## config.mk

```make
export PLATFORM = sky130hd
export DESIGN_NAME = cwr_top
export DESIGN_NICKNAME = d
export VERILOG_FILES = /design/src/include/cwr_pkg.sv /design/src/cwr_top.sv
export VERILOG_INCLUDE_DIRS = /design/src /design/src/include
export SDC_FILE = /design/constraint.sdc
export NUM_CORES = 1
export LEC_CHECK = 0
export BUFFER_PORTS_ARGS = -buffer_cell sky130_fd_sc_hd__buf_2
export CAP_MARGIN = 20
export CORE_ASPECT_RATIO = 1.2
export CORE_UTILIZATION = 48
export CTS_CLUSTER_DIAMETER = 200
export DETAILED_ROUTE_END_ITERATION = 10
export PLACE_DENSITY = 0.83
export SLEW_MARGIN = 20
export SYNTH_ARGS = -nofsm -noshare
export SYNTH_HDL_FRONTEND = slang
export SYNTH_SLANG_ARGS = --single-unit
```

## constraint.sdc

```tcl
create_clock -name CLK_IN -period 2.4 [get_ports CLK_IN]
set_input_delay 0.6 -clock CLK_IN [delete_from_list [all_inputs] [get_ports CLK_IN]]
set_output_delay 0.6 -clock CLK_IN [all_outputs]
set_load 0.05 [all_outputs]
```

## src/include/cwr_defs.svh

```systemverilog
`ifndef CWR_DEFS_SVH
`define CWR_DEFS_SVH
// Byte offsets of the register and its aliases
`define CWR_OFS_REG 4'h0
`define CWR_OFS_SET 4'h4
`define CWR_OFS_CLR 4'h8
`define CWR_OFS_INV 4'hc
// Field positions
`define CWR_WIN_MSB 13
`define CWR_WIN_LSB 8
`define CWR_RTY_MSB 3
`define CWR_RTY_LSB 0
// Reset values
`define CWR_WIN_RST 6'h37
`define CWR_RTY_RST 4'hf
// Preamble plus start-of-frame delimiter length in bytes
`define CWR_PRE_BYTES 6'h08
`endif

```

## src/include/cwr_pkg.sv

```systemverilog
package cwr_pkg;
  // Collision window and retry limit fields
  typedef struct packed {
    logic [5:0] collision_window_bytes;
    logic [3:0] retry_limit;
  } cwr_cfg_s;
  // Per-packet transmit states
  typedef enum logic [1:0] {
    CWR_IDLE = 2'b00,
    CWR_SEND = 2'b01,
    CWR_BACKOFF = 2'b10
  } cwr_state_e;
endpackage

```

## src/cwr_top.sv

```systemverilog
`timescale 1ns/1ns
`include "cwr_defs.svh"
module cwr_top (
  // Clock and reset
  input wire logic CLK_IN,
  input wire logic RST_IN,
  // AHB-Lite slave
  input wire logic HSEL_IN,
  input wire logic [31:0] HADDR_IN,
  input wire logic [1:0] HTRANS_IN,
  input wire logic HWRITE_IN,
  input wire logic [2:0] HSIZE_IN,
  input wire logic [31:0] HWDATA_IN,
  input wire logic HREADY_IN,
  output logic [31:0] HRDATA_OUT,
  output logic HREADYOUT_OUT,
  output logic HRESP_OUT,
  // Transmitter events from the MAC
  input wire logic TX_START_IN,
  input wire logic TX_BYTE_IN,
  input wire logic COLLISION_IN,
  input wire logic TX_DONE_IN,
  // Decisions to the MAC
  output logic RETRANSMIT_OUT,
  output logic ABORT_OUT,
  output logic LATE_COLLISION_OUT,
  output logic IN_WINDOW_OUT
);
  // Field register and bus pipeline
  cwr_pkg::cwr_cfg_s cfg_reg, cfg_next;
  logic wr_pend_reg, wr_pend_next;
  logic [3:0] wr_ofs_reg, wr_ofs_next;
  logic [31:0] rdata_reg, rdata_next;
  logic [9:0] wval;
  logic [9:0] cur;
  logic take;
  // Transmit attempt tracking
  cwr_pkg::cwr_state_e state_reg, state_next;
  logic [5:0] byte_cnt_reg, byte_cnt_next;
  logic [3:0] retry_cnt_reg, retry_cnt_next;
  logic retry_limit_reg, retry_limit_next;
  logic abort_reg, abort_next;
  logic late_reg, late_next;

  // Only 16- and 32-bit transfers are taken; byte lanes are not decoded,
  // so a byte write would hit a whole field and is dropped instead
  assign take = HSEL_IN && HREADY_IN && HTRANS_IN[1] && (HSIZE_IN == 3'h1 || HSIZE_IN == 3'h2);
  // Only the implemented fields of the written word matter
  assign wval = {HWDATA_IN[`CWR_WIN_MSB:`CWR_WIN_LSB], HWDATA_IN[`CWR_RTY_MSB:`CWR_RTY_LSB]};
  // Current fields as one flat word for the alias arithmetic
  assign cur = cfg_reg;

  // Address phase: remember a write until its data stands in the data phase
  always_comb begin
    wr_pend_next = take && HWRITE_IN;
    wr_ofs_next = wr_ofs_reg;
    if (take) begin
      // Only the low nibble is decoded; the block repeats every 16 bytes
      wr_ofs_next = HADDR_IN[3:0];
    end
  end

  // Address phase registers
  always_ff @(posedge CLK_IN or posedge RST_IN) begin
    if (RST_IN) begin
      wr_pend_reg <= 1'b0;
      wr_ofs_reg <= 4'h0;
    end else begin
      wr_pend_reg <= wr_pend_next;
      wr_ofs_reg <= wr_ofs_next;
    end
  end

  // Data phase merge of the written word into the fields
  always_comb begin
    cfg_next = cfg_reg;
    if (wr_pend_reg) begin
      unique case (wr_ofs_reg)
        // Plain write replaces both fields
        `CWR_OFS_REG: cfg_next = wval;
        // Aliases touch only the bits written as one
        `CWR_OFS_SET: cfg_next = cur | wval;
        `CWR_OFS_CLR: cfg_next = cur & ~wval;
        `CWR_OFS_INV: cfg_next = cur ^ wval;
        // Offsets between the words are not registers
        default: cfg_next = cfg_reg;
      endcase
    end
  end

  // Field register; reset gives the default window and retry limit
  always_ff @(posedge CLK_IN or posedge RST_IN) begin
    if (RST_IN) begin
      cfg_reg <= {`CWR_WIN_RST, `CWR_RTY_RST};
    end else begin
      cfg_reg <= cfg_next;
    end
  end

  // Read data is built from the merged fields, so a read right after a
  // write sees the new value; the price is a path from write data to read data
  always_comb begin
    rdata_next = rdata_reg;
    if (take && !HWRITE_IN) begin
      // Unimplemented bits always read zero
      rdata_next = 32'h0000_0000;
      // Aliases read back the register itself
      if (HADDR_IN[3:2] == 2'h0 || HADDR_IN[1:0] == 2'h0) begin
        rdata_next[`CWR_WIN_MSB:`CWR_WIN_LSB] = cfg_next.collision_window_bytes;
        rdata_next[`CWR_RTY_MSB:`CWR_RTY_LSB] = cfg_next.retry_limit;
      end
    end
  end

  // Read data register; holds until the next read is taken
  always_ff @(posedge CLK_IN or posedge RST_IN) begin
    if (RST_IN) begin
      rdata_reg <= 32'h0000_0000;
    end else begin
      rdata_reg <= rdata_next;
    end
  end

  // No wait states: every transfer finishes in its first data phase
  assign HRDATA_OUT = rdata_reg;
  assign HREADYOUT_OUT = 1'b1;
  // Refused accesses are ignored quietly, so the response stays OKAY
  assign HRESP_OUT = 1'b0;

  // Transmit attempt tracking; a collision after the window is late and not retried.
  // The byte count stops at the window value, so it never wraps on long frames;
  // the retry count lives across attempts of one packet only
  always_comb begin
    state_next = state_reg;
    byte_cnt_next = byte_cnt_reg;
    retry_cnt_next = retry_cnt_reg;
    retry_limit_next = 1'b0;
    abort_next = 1'b0;
    late_next = 1'b0;
    unique case (state_reg)
      cwr_pkg::CWR_IDLE: begin
        // New packet: fresh byte and retry counts
        if (TX_START_IN) begin
          state_next = cwr_pkg::CWR_SEND;
          byte_cnt_next = 6'h00;
          retry_cnt_next = 4'h0;
        end
      end
      cwr_pkg::CWR_SEND: begin
        // Preamble and delimiter bytes are counted like any other
        if (TX_BYTE_IN && byte_cnt_reg != cfg_reg.collision_window_bytes) begin
          byte_cnt_next = byte_cnt_reg + 6'h01;
        end
        if (COLLISION_IN) begin
          // Window already closed: late collision, never retried
          if (byte_cnt_reg == cfg_reg.collision_window_bytes) begin
            late_next = 1'b1;
            state_next = cwr_pkg::CWR_IDLE;
          end else if (retry_cnt_reg >= cfg_reg.retry_limit) begin
            // Retry budget spent: excessive collisions
            abort_next = 1'b1;
            state_next = cwr_pkg::CWR_IDLE;
          end else begin
            // Retry and wait for the MAC to restart the packet
            retry_limit_next = 1'b1;
            retry_cnt_next = retry_cnt_reg + 4'h1;
            state_next = cwr_pkg::CWR_BACKOFF;
          end
        end else if (TX_DONE_IN) begin
          // Clean finish; the retry count is dropped with the packet
          state_next = cwr_pkg::CWR_IDLE;
        end
      end
      cwr_pkg::CWR_BACKOFF: begin
        // MAC restarts the same packet; retries keep counting
        if (TX_START_IN) begin
          state_next = cwr_pkg::CWR_SEND;
          byte_cnt_next = 6'h00;
        end
      end
      default: state_next = cwr_pkg::CWR_IDLE;
    endcase
  end

  // Transmit registers
  // Decision pulses default low in the next-state logic, so each lasts one cycle
  always_ff @(posedge CLK_IN or posedge RST_IN) begin
    if (RST_IN) begin
      state_reg <= cwr_pkg::CWR_IDLE;
      byte_cnt_reg <= 6'h00;
      retry_cnt_reg <= 4'h0;
      retry_limit_reg <= 1'b0;
      abort_reg <= 1'b0;
      late_reg <= 1'b0;
    end else begin
      state_reg <= state_next;
      byte_cnt_reg <= byte_cnt_next;
      retry_cnt_reg <= retry_cnt_next;
      retry_limit_reg <= retry_limit_next;
      abort_reg <= abort_next;
      late_reg <= late_next;
    end
  end

  // Decision pulses straight from flip-flops
  assign RETRANSMIT_OUT = retry_limit_reg;
  assign ABORT_OUT = abort_reg;
  // Late collisions are only flagged; the MAC decides how to report them
  assign LATE_COLLISION_OUT = late_reg;
  // Window is open while counting and the programmed byte count is not yet reached
  assign IN_WINDOW_OUT = (state_reg == cwr_pkg::CWR_SEND) &&
    (byte_cnt_reg != cfg_reg.collision_window_bytes);
endmodule // cwr_top

```

==> key figures <==
Setup path
  • Depth of the worst register-to-register path: 6
  • Buffers & Inverters on Critical Path: 1
  • Reg-to-reg critical path startpoint: cfg_reg[0]
  • Arrival time worst endpoint: 1.64 ns
  • Critical path data required time: 1.80 ns
  • Cell family with most CP delay: flip-flops
  • Startpoint kind of the worst setup timing path: flip-flop
  • Peak per-stage delay on the critical path: 0.59 ns
  • Critical path class: reg2out
  • Reg-to-reg setup timing slack: 0.23 ns
  • Peak fanout along the critical path: 4
  • CP endpoint kind: primary output
  • Critical path, cell by cell: xnor2_1 > nand4_1 > nor2_1 > nor2_1 > buf_2
  • Slowest library cell on the worst path: sky130_fd_sc_hd__dfstp_2
  • Reg-to-reg critical path endpoint: retry_cnt_reg[3]
  • Dominant cell type by count on the critical path: sky130_fd_sc_hd__nor2_1

STA
  • Fmax: 0.4460 GHz
  • Period utilisation layout: 93.42%
  • Final critical-path setup slack: 0.1580 ns
  • Setup repair after global routing missed its margin: no
  • Final min period: 2.242 ns
  • Setup Skew: 0.009259 ns
  • Total count of max-transition violations in the final report: 0
  • Slew margin rel.: 53.80%
  • Setup violation total in the final timing report: 0
  • Total negative slack: 0 ns
  • Hold Fails Final Rpt: 0
  • Transition time at the pin with the least slew margin: 0.6930 ns

GRT
  • Antenna violations before repair: 0
  • Aggregate global-route resource usage: 19.37%
  • Number of global-route vias before repair: 1952
  • Global-route wire length before repair: 8997 um
  • Final global-route overflow total: 0
  • Pin count of the biggest net entering global routing: 41

Synth
  • FF+latch count, synth: 40
  • Fraction of synthesis flops using an asynchronous set or reset pin: 100.0%
  • Share of the yosys chip area belonging to registers: 38.34%
  • Number of warnings issued by yosys: 0
  • Most used DFF post-synth: sky130_fd_sc_hd__dfrtp_1
  • Number of enable flip-flop cells after synthesis: 0
  • Fraction of synthesized cell area taken by the top area cell type: 29.38%
  • Synth top area cells: sky130_fd_sc_hd__dfrtp_1 (29%), sky130_fd_sc_hd__ha_1 (12%), sky130_fd_sc_hd__dfstp_2 (9.0%), sky130_fd_sc_hd__buf_4 (7.7%), sky130_fd_sc_hd__inv_1 (4.0%)
  • Synth unique cells: 42
  • Synthesized area per cell: 10.08 um^2
  • Cell Area, Synth: 2640 um^2
  • Count of mapped cells out of synthesis: 262
  • Cell type with the highest aggregate area in the netlist: sky130_fd_sc_hd__dfrtp_1

Detailed routing
  • Count of TritonRoute iterations in the first routing pass: 4
  • Count of antenna-violating nets left after detailed routing: 0
  • Via density: 5.281
  • Wire length per cell after detailed routing: 13.80 um
  • Post-detailed-routing wire length: 5052 um
  • Via total after detailed routing: 1933
  • Remaining DRCs: 0
  • Iteration-0 DRC count of the detailed router: 172

Die
  • Chip Width: 69.70 um
  • Core Area: 5298 um^2
  • Effective utilization at floorplan: 49.83%
  • Total Die Area: 5802 um^2
  • Die height: 83.24 um
  • Count of standard-cell rows: 29
  • Top-level port count: 116

Placement
  • Routability congestion estimate: 0.8115
  • Placed inst area: 2819 um^2
  • Worst slack, placed: 0.2465 ns
  • HPWL after DPL: 3820 um
  • Count of input and output buffers: 40

CTS
  • CTS tree: built
  • Cells resized by post-CTS repair: 0
  • Total clock buffers created by CTS: 5
  • Level count of the clock H-tree: 2
  • Total number of clock tree sinks: 40
  • Latest clock arrival within the worst-skew pair: 0.29 ns
  • Number of post-CTS setup repair buffers: 0
  • CTS clk-pin slew, worst paths: 0.08 ns
  • Clock root buffer: sky130_fd_sc_hd__clkbuf_8
  • Quantity of hold-fixing buffers added after cts: 0
  • Bufs on Longest Clock Path: 2

Power
  • LEAKAGE: 0.001482 uW
  • Pwr Density: 832.9 nW/um^2
  • Worst ir drop on vdd: 380.5 uV

Worst hold path
  • Class of the tightest hold or removal check: in2async

Finish
  • Most used cells in the layout excluding fill and tap cells: sky130_fd_sc_hd__buf_2 (40), sky130_fd_sc_hd__dfrtp_1 (31), sky130_fd_sc_hd__inv_1 (28)
  • Final instance area: 2909 um^2
  • Leading cell type in the layout, fill and taps excluded: sky130_fd_sc_hd__buf_2
  • Layout net count: 407
  • Fraction of final layout cells sized beyond drive strength 1: 24.67%
  • P&R area growth vs syn: 10.19%
  • Antenna diode instance count: 0

Status
  • Outcome: finished, final reports clean

Flow run
  • Number of maximum-capacitance violations: 0
## layout make-up
cell class / count / area, um^2
Fill cell: 473 / 2389
Clock buffer: 8 / 90.09
Multi-Input combinational cell: 182 / 1379
Sequential cell: 40 / 1012
Inverter: 28 / 105.1
Timing Repair Buffer: 46 / 245.2
Tap cell: 62 / 77.57
## worst max-delay path by stage
stage               start                to  slack, ns  depth (start not counted)
6_report       cfg_reg[9]     IN_WINDOW_OUT       0.16                          5
5_1_grt        cfg_reg[9]     IN_WINDOW_OUT       0.01                          5
4_1_cts        cfg_reg[9]     IN_WINDOW_OUT       0.14                          5
3_5_place_dp   cfg_reg[0]  retry_cnt_reg[3]       0.25                          6
3_3_place_gp   cfg_reg[0]  retry_cnt_reg[3]       0.27                          6
2_1_floorplan  cfg_reg[9]     IN_WINDOW_OUT       0.17                          5
## where the power goes
part           switching (uW)  total (uW)  internal, uW
Sequential                171        1020           849
Combinational             562         941           379
Clock                     227         461           235
Total                     960        2420          1460
## tightest hold or removal path, cell delays in order
cell                    delay, ns
sky130_fd_sc_hd__buf_2       0.09
sky130_fd_sc_hd__inv_1       0.04
sky130_fd_sc_hd__buf_4       0.42
## Yosys cell counts, drive strengths merged, types with 3 or more instances
cell,number
buf,29
nor4,5
xnor2,8
nor2,18
inv,28
dfrtp,31
a22o,10
mux2i,4
nor3,3
a21oi,9
a221oi,6
clkbuf,5
or3,3
dfstp,9
nand2,14
nand2b,5
ha,26
mux2,10
o21ai,12
mux4,3
## cell families (layout without fill, tap and decap cells)
| group | after synthesis | after routing | synth area share (%) |
|---|---|---|---|
| buffers and inverters | 62 | 82 | 12.75 |
| and+or+nand+nor | 58 | 58 | 11.47 |
| other | 2 | 24 | 0.2845 |
| AOI/OAI and AO/OA | 49 | 49 | 13.84 |
| xor gates and xnor gates | 8 | 8 | 2.654 |
| muxes | 17 | 17 | 8.341 |
| adders and majority gates | 26 | 26 | 12.32 |
| DFF | 40 | 40 | 38.34 |
## stage by stage
stage               instances  util, %  power (uW)  hold WS, ns
floorplan                 284        -        1789       0.4650
global placement          358    53.21        1929       0.4854
detailed placement        358    53.21        1983       0.4901
CTS                       366    54.91        2449       0.4256
global route              366    54.91        2604       0.4663
finish                    366    54.91        2423       0.4173
## per-layer routing
layer / track usage [%] / wire length, um / part of all wire [%]
met1: 24.07 / 2225 / 44
met2: 32.74 / 2502 / 50
met3: 4.126 / 214 / 4.2
met4: 7.636 / 110 / 2.2
met5: 0 / 0 / 0
(Power assumes the default switching activity.)
